File: src/rtl/pwr_seq_pkg.sv
// constants, states and carriers for the power-fail shutdown sequencer
package pwr_seq_pkg;

	localparam int CLK_MHZ = 100;
	localparam int AC_OUTAGE_MS = 20;
	localparam int RESUME_RETRACT_MS = 200;
	localparam int AC_OUTAGE_CYC = AC_OUTAGE_MS * 1000 * CLK_MHZ;
	localparam int RESUME_RETRACT_CYC = RESUME_RETRACT_MS * 1000 * CLK_MHZ;
	localparam int CNT_W = 32;

	typedef enum logic [2:0] {
		ST_RUN = 3'b000,
		ST_INHIBIT = 3'b001,
		ST_WBLOCK = 3'b011,
		ST_RETRACT = 3'b010,
		ST_OFF = 3'b110,
		ST_RES_BLOCK = 3'b111,
		ST_RES_WAIT = 3'b101
	} seq_state_e;

	typedef struct packed {
		logic over_voltage;
		logic under_voltage;
		logic over_current;
	} dc_fault_s;

	typedef struct packed {
		logic command_inhibit;
		logic supply_fault_write_block;
		logic head_retract_n;
		logic power_enable;
	} seq_out_s;

	localparam seq_out_s OUT_RESET = '{1'b1, 1'b1, 1'b0, 1'b0};

endpackage

File: src/rtl/power_fail_shutdown_sequencer.sv
// power-fail shutdown and resumption sequencer for a drive regulator board
`timescale 1ns/1ps
// Functional notes
// an ac failure is declared only after input power has been absent for 20 ms.
// shutdown asserts command inhibit, then write block, then head retract, then power off.
// under command inhibit a sector write in progress finishes and pending writes are dropped.
// under the supply-fault write block no write reaches the disk.
// driving head_retract_n low unloads the heads during shutdown.
// on ac return the write block is asserted before any other resumption step.
// on resumption heads stay retracted for 200 ms before power is switched on.
// dc over-voltage, under-voltage or over-current triggers a dc shutdown.
// a dc shutdown runs the same sequence at once, without the outage wait.
// after a dc shutdown power stays off until the fault clears and main reset is applied.
// power returning before the outage interval elapses restarts the timer, no action.
module power_fail_shutdown_sequencer
	import pwr_seq_pkg::*;
#(
	parameter int OUTAGE_CYC = AC_OUTAGE_CYC,
	parameter int RETRACT_CYC = RESUME_RETRACT_CYC
)(
	input wire logic sys_clk,
	input wire logic rst_n,
	input wire logic ac_ok,
	input wire dc_fault_s dc_fault,
	input wire logic main_reset,
	input wire logic sector_write_busy,
	input wire logic write_request,
	output logic command_inhibit,
	output logic supply_fault_write_block,
	output logic head_retract_n,
	output logic power_enable,
	output logic write_enable,
	output logic write_accept,
	output logic dc_latched
);

	// ------------------------------------------------------------
	// input synchronisers
	// ------------------------------------------------------------
	logic [6:0] sync1_r;
	logic [6:0] sync2_r;
	logic [6:0] sync1_nxt;

	always_comb
	begin
		sync1_nxt = {write_request, ac_ok, dc_fault, main_reset, sector_write_busy};
	end

	always_ff @(posedge sys_clk or negedge rst_n)
	begin
		if (!rst_n)
		begin
			sync1_r <= 7'h00;
			sync2_r <= 7'h00;
		end
		else
		begin
			sync1_r <= sync1_nxt;
			sync2_r <= sync1_r;
		end
	end

	logic ac_s;
	logic dc_any_s;
	logic mreset_s;
	logic busy_s;
	logic wreq_s;

	always_comb
	begin
		ac_s = sync2_r[5];
		// three dc causes
		dc_any_s = |sync2_r[4:2];
		mreset_s = sync2_r[1];
		busy_s = sync2_r[0];
		wreq_s = sync2_r[6];
	end

	// ------------------------------------------------------------
	// sequencer
	// ------------------------------------------------------------
	seq_state_e state_r, state_nxt;
	logic [CNT_W-1:0] cnt_r, cnt_nxt;
	logic dc_lat_r, dc_lat_nxt;
	seq_out_s out_r, out_nxt;
	logic wen_r, wen_nxt;
	logic wacc_r, wacc_nxt;

	always_comb
	begin
		state_nxt = state_r;
		cnt_nxt = cnt_r;
		dc_lat_nxt = dc_lat_r;
		out_nxt = out_r;
		unique case (state_r)
			ST_RUN:
			begin
				out_nxt = '{1'b0, 1'b0, 1'b1, 1'b1};
				if (dc_any_s)
				begin
					// dc skips wait
					dc_lat_nxt = 1'b1;
					cnt_nxt = '0;
					state_nxt = ST_INHIBIT;
				end
				else if (ac_s)
				begin
					// glitch restarts timer
					cnt_nxt = '0;
				end
				else if (cnt_r >= CNT_W'(OUTAGE_CYC - 1))
				begin
					// outage timed out
					cnt_nxt = '0;
					state_nxt = ST_INHIBIT;
				end
				else
				begin
					cnt_nxt = cnt_r + 1'b1;
				end
			end
			ST_INHIBIT:
			begin
				// inhibit first
				out_nxt.command_inhibit = 1'b1;
				state_nxt = ST_WBLOCK;
			end
			ST_WBLOCK:
			begin
				// let sector write finish
				if (!busy_s)
				begin
					out_nxt.supply_fault_write_block = 1'b1;
					state_nxt = ST_RETRACT;
				end
			end
			ST_RETRACT:
			begin
				// unload heads
				out_nxt.head_retract_n = 1'b0;
				state_nxt = ST_OFF;
			end
			ST_OFF:
			begin
				// power off last
				out_nxt.power_enable = 1'b0;
				if (dc_lat_r)
				begin
					// needs cleared fault and main reset
					if (!dc_any_s && mreset_s)
					begin
						dc_lat_nxt = 1'b0;
					end
				end
				else if (ac_s && !dc_any_s)
				begin
					state_nxt = ST_RES_BLOCK;
				end
			end
			ST_RES_BLOCK:
			begin
				// write block before anything else
				out_nxt.supply_fault_write_block = 1'b1;
				out_nxt.head_retract_n = 1'b0;
				cnt_nxt = '0;
				state_nxt = ST_RES_WAIT;
			end
			ST_RES_WAIT:
			begin
				if (dc_any_s || !ac_s)
				begin
					// lost again: go back to the safe off state
					dc_lat_nxt = dc_any_s;
					state_nxt = ST_OFF;
				end
				else if (cnt_r >= CNT_W'(RETRACT_CYC - 1))
				begin
					// power on after retract hold
					cnt_nxt = '0;
					out_nxt = '{1'b0, 1'b0, 1'b1, 1'b1};
					state_nxt = ST_RUN;
				end
				else
				begin
					cnt_nxt = cnt_r + 1'b1;
				end
			end
			default:
			begin
				state_nxt = ST_OFF;
			end
		endcase
		// no write while blocked or powered off
		wen_nxt = !out_nxt.supply_fault_write_block && out_nxt.power_enable;
		// pending writes discarded under inhibit
		wacc_nxt = wreq_s && !out_nxt.command_inhibit && wen_nxt;
	end

	always_ff @(posedge sys_clk or negedge rst_n)
	begin
		if (!rst_n)
		begin
			state_r <= ST_RES_BLOCK;
			cnt_r <= '0;
			dc_lat_r <= 1'b0;
			out_r <= OUT_RESET;
			wen_r <= 1'b0;
			wacc_r <= 1'b0;
		end
		else
		begin
			state_r <= state_nxt;
			cnt_r <= cnt_nxt;
			dc_lat_r <= dc_lat_nxt;
			out_r <= out_nxt;
			wen_r <= wen_nxt;
			wacc_r <= wacc_nxt;
		end
	end

	assign command_inhibit = out_r.command_inhibit;
	assign supply_fault_write_block = out_r.supply_fault_write_block;
	assign head_retract_n = out_r.head_retract_n;
	assign power_enable = out_r.power_enable;
	assign write_enable = wen_r;
	assign write_accept = wacc_r;
	assign dc_latched = dc_lat_r;

	// ------------------------------------------------------------
	// assertions
	// ------------------------------------------------------------
	a_power_off_safe: assert property (@(posedge sys_clk) disable iff (!rst_n)
		!power_enable |-> !head_retract_n && supply_fault_write_block)
		else $error("power off without retract and write block");

	a_retract_order: assert property (@(posedge sys_clk) disable iff (!rst_n)
		$fell(head_retract_n) && state_r == ST_OFF |-> $past(supply_fault_write_block))
		else $error("retract before write block");

	a_block_no_write: assert property (@(posedge sys_clk) disable iff (!rst_n)
		supply_fault_write_block |-> !write_enable && !write_accept)
		else $error("write allowed while blocked");

	a_inhibit_drops: assert property (@(posedge sys_clk) disable iff (!rst_n)
		command_inhibit |-> !write_accept)
		else $error("write accepted under inhibit");

	a_dc_immediate: assert property (@(posedge sys_clk) disable iff (!rst_n)
		state_r == ST_RUN && dc_any_s |=> state_r == ST_INHIBIT ##1 command_inhibit)
		else $error("dc shutdown delayed");

	a_dc_latched_off: assert property (@(posedge sys_clk) disable iff (!rst_n)
		dc_lat_r && !power_enable |=> !power_enable)
		else $error("power on with dc latch");

	a_resume_block: assert property (@(posedge sys_clk) disable iff (!rst_n)
		state_r == ST_RES_BLOCK |=> supply_fault_write_block && !head_retract_n)
		else $error("resume without write block");

	a_resume_hold: assert property (@(posedge sys_clk) disable iff (!rst_n)
		$rose(power_enable) |-> $past(state_r) == ST_RES_WAIT
			&& $past(cnt_r) >= CNT_W'(RETRACT_CYC - 1))
		else $error("power on before retract hold");

	a_outage_wait: assert property (@(posedge sys_clk) disable iff (!rst_n)
		state_r == ST_RUN && ac_s && !dc_any_s |=> state_r == ST_RUN)
		else $error("shutdown with ac present");

	a_outage_time: assert property (@(posedge sys_clk) disable iff (!rst_n)
		state_r == ST_RUN && $past(state_r) == ST_RUN && !$past(dc_any_s)
			&& !ac_s && cnt_r < CNT_W'(OUTAGE_CYC - 1) && !dc_any_s |=> state_r == ST_RUN)
		else $error("ac failure declared early");

	a_dc_causes: assert property (@(posedge sys_clk) disable iff (!rst_n)
		state_r == ST_RUN && |sync2_r[4:2] |=> dc_lat_r)
		else $error("dc cause missed");

endmodule

File: config.mk
export PLATFORM = sky130hd
export DESIGN_NAME = power_fail_shutdown_sequencer
export DESIGN_NICKNAME = d
export VERILOG_FILES = /design/src/rtl/pwr_seq_pkg.sv /design/src/rtl/power_fail_shutdown_sequencer.sv
export SDC_FILE = /design/constraint.sdc
export NUM_CORES = 1
export LEC_CHECK = 0
export BUFFER_PORTS_ARGS = -buffer_cell sky130_fd_sc_hd__buf_2
export CORE_AREA = 2 2 83 85
export CTS_BUF_LIST = sky130_fd_sc_hd__clkbuf_8
export CTS_CLUSTER_SIZE = 10
export DETAILED_ROUTE_END_ITERATION = 8
export DIE_AREA = 0 0 85 87
export GPL_TIMING_DRIVEN = 1
export SLEW_MARGIN = 25
export SYNTH_ARGS = -nofsm -noshare
export SYNTH_HDL_FRONTEND = slang
export SYNTH_SLANG_ARGS = --single-unit
File: constraint.sdc
create_clock -name sys_clk -period 2.6 [get_ports sys_clk]
set_input_delay 0.52 -clock sys_clk [delete_from_list [all_inputs] [get_ports sys_clk]]
set_output_delay 0.52 -clock sys_clk [all_outputs]
set_load 0.02 [all_outputs]
# Word level (Yosys, flattened, before mapping)
# Cells that the tools add are included.
[totals]
output_inout_bits = 7
ff_bits = 56
word_cells = 77
input_bits = 9
[op_classes]
reduce_logical = 20
n_eq_ne = 16
muxes = 27
magnitude_cmp = 2
addsub = 1
[op_table]
columns = ["operator", "n"]
rows = [
  ["$mux 32", 5],
  ["$pmux 32 s3", 1],
  ["$add 32x1->32 const B", 1],
  ["$ge 32x21->1 const B", 1],
  ["$ge 32x25->1 const B", 1],
  ["$mux 3", 8],
  ["$pmux 3 s6", 1],
  ["$ne 2x2->1 const B", 7],
  ["$pmux 1 s3", 4],
  ["$eq 3x3->1 const B", 3],
  ["$ne 3x3->1 const B", 3],
  ["$reduce_bool 3->1", 3],
  ["$mux 4", 2],
  ["$eq 3x2->1 const B", 2],
  ["$reduce_and 3->1", 2],
  ["$reduce_and 6->1", 1],
  ["$logic_and 1x1->1", 5],
  ["$mux 1", 5],
  ["$logic_not 1->1", 4],
  ["$pmux 1 s4", 1],
  ["$eq 3x1->1 const B", 1],
  ["$logic_not 3->1", 1],
  ["$reduce_or 3->1", 1],
  ["$reduce_and 2->1", 1],
  ["2 further kinds", 2],
]

# Logic depth before layout (Yosys ltp)
[depth]
ltp_word = 7
ltp_mapped = 9

# Least setup slack after synthesis
# Ideal clock, no wire load.
[synth_path]
path_type = "flip-flop to flip-flop"
from = "register sync2_r[3]"
to = "register cnt_r[12]"
synth_period_minus_slack_ns = 2.082
setup_time_ns = 0.122
t_required_ns = 2.478
path_buffers = 2
arrival_time_ns = 1.959
stages_incl_launch_ff = 8
slack_ns = 0.518
cell_sequence = "dfrtp_1 > or4b_1 > buf_2 > o211ai_2 > inv_2 > a211oi_4 > buf_6 > nor3_1"
[synth_between]
elab_chain_len = 4
word_cells_on_any_way = 6
cone_classes = "eq/ne: 1; mux: 2; reduce/logical: 3"
[synth_rtl]
columns = ["element", "line_no", "rtl"]
rows = [
  ["start, declared", "power_fail_shutdown_sequencer.sv:41", "logic [6:0] sync2_r;"],
  ["start signal, assigned", "power_fail_shutdown_sequencer.sv:59", "sync2_r <= sync1_r;"],
  ["$reduce_or 3->1 (*)", "power_fail_shutdown_sequencer.sv:73", "dc_any_s = |sync2_r[4:2];"],
  ["$logic_or 1x1->1", "power_fail_shutdown_sequencer.sv:170", "if (dc_any_s || !ac_s)"],
  ["$ne 2x2->1 (no line)", "n/a", ""],
  ["$reduce_and 2->1 (no line)", "n/a", ""],
  ["end signal, assigned", "power_fail_shutdown_sequencer.sv:213", "cnt_r <= cnt_nxt;"],
  ["end, declared", "power_fail_shutdown_sequencer.sv:83", "logic [CNT_W-1:0] cnt_r, cnt_nxt;"],
]
# Every way passes the cells marked *; elsewhere a longest branch is shown, timed or not.
# A chain may end at the register's enable or synchronous reset.

# Final worst setup path
[layout_path]
from = "register sync2_r[3]"
to = "register cnt_r[30]"
# Same word-level chain as after synthesis.

==> Implementation_results.wiki <==
{| class="wikitable"
! Metric !! Value
|-
| Net switching power figure || 0.8367 mW
|-
| Die outline area || 0.007395 sq mm
|-
| Ys Warns || 0
|-
| Area occupied by registers || between 0.001 and 0.0015 sq mm
|-
| Switching part of the total || 0.3624
|-
| Initial antenna violation count || 0
|-
| First drt pass iteration count || 4
|-
| Clock latency on the worst-skew pair || 0.32 ns
|-
| Largest net degree at the start of global routing || 31
|-
| Post-synth EDFFs || 0
|-
| Share of the clock period used by the worst path || 0.8940
|-
| Final instance count without filler cells || 398
|-
| Starting density of the core || 0.4312
|-
| Net count after synthesis || 314
|-
| Unique cell type count in the Yosys netlist || 54
|-
| Detailed-route via count || 2,243
|-
| Boundary pin count || 16
|-
| Die width || roughly 85 um
|-
| Pwr/cell area || ~750 mW/mm^2
|-
| Hold_buf cts || 0
|-
| Setup Viol. Count Final || 0
|-
| Commonest register cell after synthesis || dfrtp_1
|-
| Post-Synth Adder-Cell Area || 0.004417
|-
| Area Overhead vs Synth || 9.187%
|-
| Critical path class || flop to flop
|-
| Filler Cell Count || 630
|-
| Post-Synth XOR/XNOR Area || 0.03401
|-
| Port-buffer cells || 15
|-
| Via density per instance || 5.636
|-
| Drt initial violations || roughly 120
|-
| Transition at the pin with the smallest max-transition slack || 0.6532 ns
|-
| Placement row count || 30
|-
| Cell at the root of the clock tree || clkbuf_8
|-
| Worst vdd rail ir drop || 386.5 uV
|-
| Setup crit start kind || flop
|-
| Unrepaired setup endpoints after global routing || false
|-
| Power share of the clock group || 0.251
|-
| H-Tree Depth || 2
|-
| Area of the mapped netlist || 0.002833 sq mm
|-
| Post-CTS setup-driven buffer insertion count || 0
|-
| Antenna-violating nets left || 0
|-
| Area of the multi-input gates || 0.001318 sq mm
|-
| Portion of synthesized cell area occupied by the leading cell type || 0.4505
|-
| Maximum clock rate || 430.2 MHz
|-
| Max Cap Violations || 0
|-
| Result of the run || completed
|-
| Type of destination of the critical path || flop
|-
| Clock tree from TritonCTS || yes
|-
| Congestion Overflow GR || 0
|-
| Sequential fraction of the synthesis area || 0.4969
|-
| Die height || 87 um
|-
| Part of the power in registers || 0.468
|-
| Register clock-pin slew on the reported worst setup and hold paths || 0.10 ns
|-
| Compound-gate portion of the synthesized area || 0.1360
|-
| Worst slew slack as a fraction of its limit || 0.5646
|-
| Proportion of layout cells with a drive suffix above 1 || 0.1415
|-
| Total DRC errors in the routed layout || 0
|-
| Combinational Power Share || 0.281
|-
| Final-layout setup total negative slack || 0 ns
|-
| Main combinational cell family by area after synthesis || simple AND/OR/NAND/NOR gates
|-
| Time the final worst path needs with I/O delays and setup || 2.324 ns
|-
| FF+latch count, synth || 56
|-
| Synthesized-area fraction occupied by and/or/nand/nor cells || 0.2756
|-
| Cell type contributing the most total cell area after synthesis || dfrtp_1
|-
| Worst Hold Class || primary input to async pin
|-
| Final weighted congestion in routability-driven placement || 0.8146
|-
| Crit path arrival time || between 2 and 3 ns
|-
| Share of cell area taken by muxes after synthesis || 0.01502
|-
| Post-detailed-route wirelength per cell || between 10 and 15 um
|-
| Post-CTS resize count || 0
|-
| Internal power || 1.472 mW
|-
| Core Region || 0.006569 sq mm
|-
| Number of instances in the synthesized netlist || 304
|-
| Top area cells in the synthesized netlist || dfrtp_1 (45%), nor2_1 (6.1%), dfstp_2 (4.6%), nor3_1 (4.1%), and3_1 (3.5%)
|-
| Gr usage total || 0.1670
|-
| Final Hold Viols || 0
|-
| Leak || between 1 and 1.5 nW
|-
| Buffer levels on the longest clock path || 2
|-
| Number of max-slew violations in the final report || 0
|-
| CTS buffer count || 5
|-
| Post-layout nets || ~330
|-
| Synthesized area per cell || between 9 and 10 sq um
|-
| Antenna diode count || 0
|-
| Global-route wire length before repair || 9846 um
|-
| Detailed Place HPWL || 4053 um
|-
| Placed insts || 390
|-
| Data required time of the critical path || roughly 2.9 ns
|-
| Via count of the first global-routing pass || 2,051
|-
| Post-route clock skew || 0.009233 ns
|-
| CP max FO || 9
|-
| Ys async rst share || 1.000
|-
| Total Wirelength || 5785 um
|-
| Number of clock sinks seen by CTS || 56
|}
## final timing paths
| path | depth (start not counted) | slack, ns | endpoint | start |
|---|---|---|---|---|
| worst max-delay path | 6 | 0.28 | cnt_r[30]$_DFFE_PN0P_ | sync2_r[3]$_DFF_PN0_ |
| worst min-delay path | 1 | 0.21 | cnt_r[5]$_DFFE_PN0P_ | rst_n |
| worst max register to register | 6 | 0.28 | cnt_r[30]$_DFFE_PN0P_ | sync2_r[3]$_DFF_PN0_ |
| worst min register to register | 0 | 0.36 | sync2_r[0]$_DFF_PN0_ | sync1_r[0]$_DFF_PN0_ |
| max in group asynchronous | 2 | 1.72 | cnt_r[20]$_DFFE_PN0P_ | rst_n |
| min in group sys_clk | 1 | 0.30 | sync1_r[1]$_DFF_PN0_ | main_reset |
## flip-flops by register name, summed over array words and instances, names as in the netlist
name                      cells
power_enable                  1
cnt_r                        32
write_accept                  1
command_inhibit               1
supply_fault_write_block      1
dc_latched                    1
head_retract_n                1
sync1_r                       7
sync2_r                       7
write_enable                  1
state_r                       3
## final cells by class
class / instances / share of cell area
clock buffer: 5 / 0.02225
multi-input combinational: 227 / 0.4260
clock inverter: 3 / 0.01537
tap: 80 / 0.03236
timing repair buffer: 20 / 0.04045
inverter: 7 / 0.008495
sequential: 56 / 0.4551
## metal layers
layer / vias up / routed length, um / global-route usage
met5: - / 0 / 0
met4: 0 / 99 / 0.05628
met3: 9 / 239 / 0.03128
met2: 48 / 2553 / 0.2450
met1: 1072 / 2892 / 0.2491
li1: 1114 / - / -
## cell usage after synthesis (3+ instances only)
cell type  number
nand3b_1        3
o21ai_0        15
xnor2_1         5
a31oi_1         4
nand3_1        11
dfrtp_1        51
inv_1           6
o22ai_1         3
dfstp_2         5
buf_6           3
xor2_1          6
nor3_1         23
nor4_1          4
nor2_1         46
nand2b_1        4
a21oi_1        15
clkbuf_1        8
and3_1         16
nand2_1        24
nand4_1         8
## stage by stage
stage               setup WS (ns)  utilization  power (mW)  hold slack [ns]  area (sq um)
floorplan                  0.5185            -       1.578           0.2244          2833
global placement           0.3488       0.4531       1.736           0.3319          2977
detailed placement         0.2763       0.4531       1.752           0.3347          2977
CTS                        0.2689       0.4709       2.337           0.2370          3093
global route              0.08911       0.4709       2.462           0.2714          3093
finish                     0.2757       0.4709       2.309           0.2103          3093
## cells in the final DEF (no fill, tap or decap), types with 3 or more instances in the layout
master,netlist,final
and3_1,16,16
dfrtp_1,51,51
buf_4,1,4
inv_1,6,6
nand3b_1,3,3
nor2_1,46,46
clkbuf_8,0,5
nand4_1,8,8
o22ai_1,3,3
buf_2,2,15
a31oi_1,4,4
nor4_1,4,4
nand3_1,11,11
dfstp_2,5,5
nor3_1,23,23
xnor2_1,5,5
nand2_1,24,24
nand2b_1,4,4
xor2_1,6,6
o21ai_0,15,15
a21oi_1,15,15
## cells by family (layout without fill, tap and decap cells)
logic type               count (synthesis)  count (layout)
multiplexers                             4               4
flip-flops                              56              56
AO/OA/AOI/OAI                           57              57
buffers and inverters                   21              35
XOR/XNOR                                11              11
AND/OR/NAND/NOR                        154             154
adder cells (fa/ha/maj)                  1               1
## power groups by stage
| stage | Clock [mW] | Sequential, mW | Combinational (mW) |
|---|---|---|---|
| after floorplan | 0 | 1.04 | 0.536 |
| after global placement | 0 | 1.09 | 0.642 |
| after detailed placement | 0 | 1.10 | 0.656 |
| after CTS | 0.602 | 1.08 | 0.655 |
| after global routing | 0.632 | 1.10 | 0.731 |
| final | 0.580 | 1.08 | 0.648 |
## critical path, stage by stage (launching register included)
cell      delay (ns)
dfrtp_1         0.40
or4b_1          0.67
o211ai_2        0.32
inv_2           0.17
nor4_2          0.45
a31oi_1         0.14
nor2_1          0.10
(Power assumes the default switching activity.)
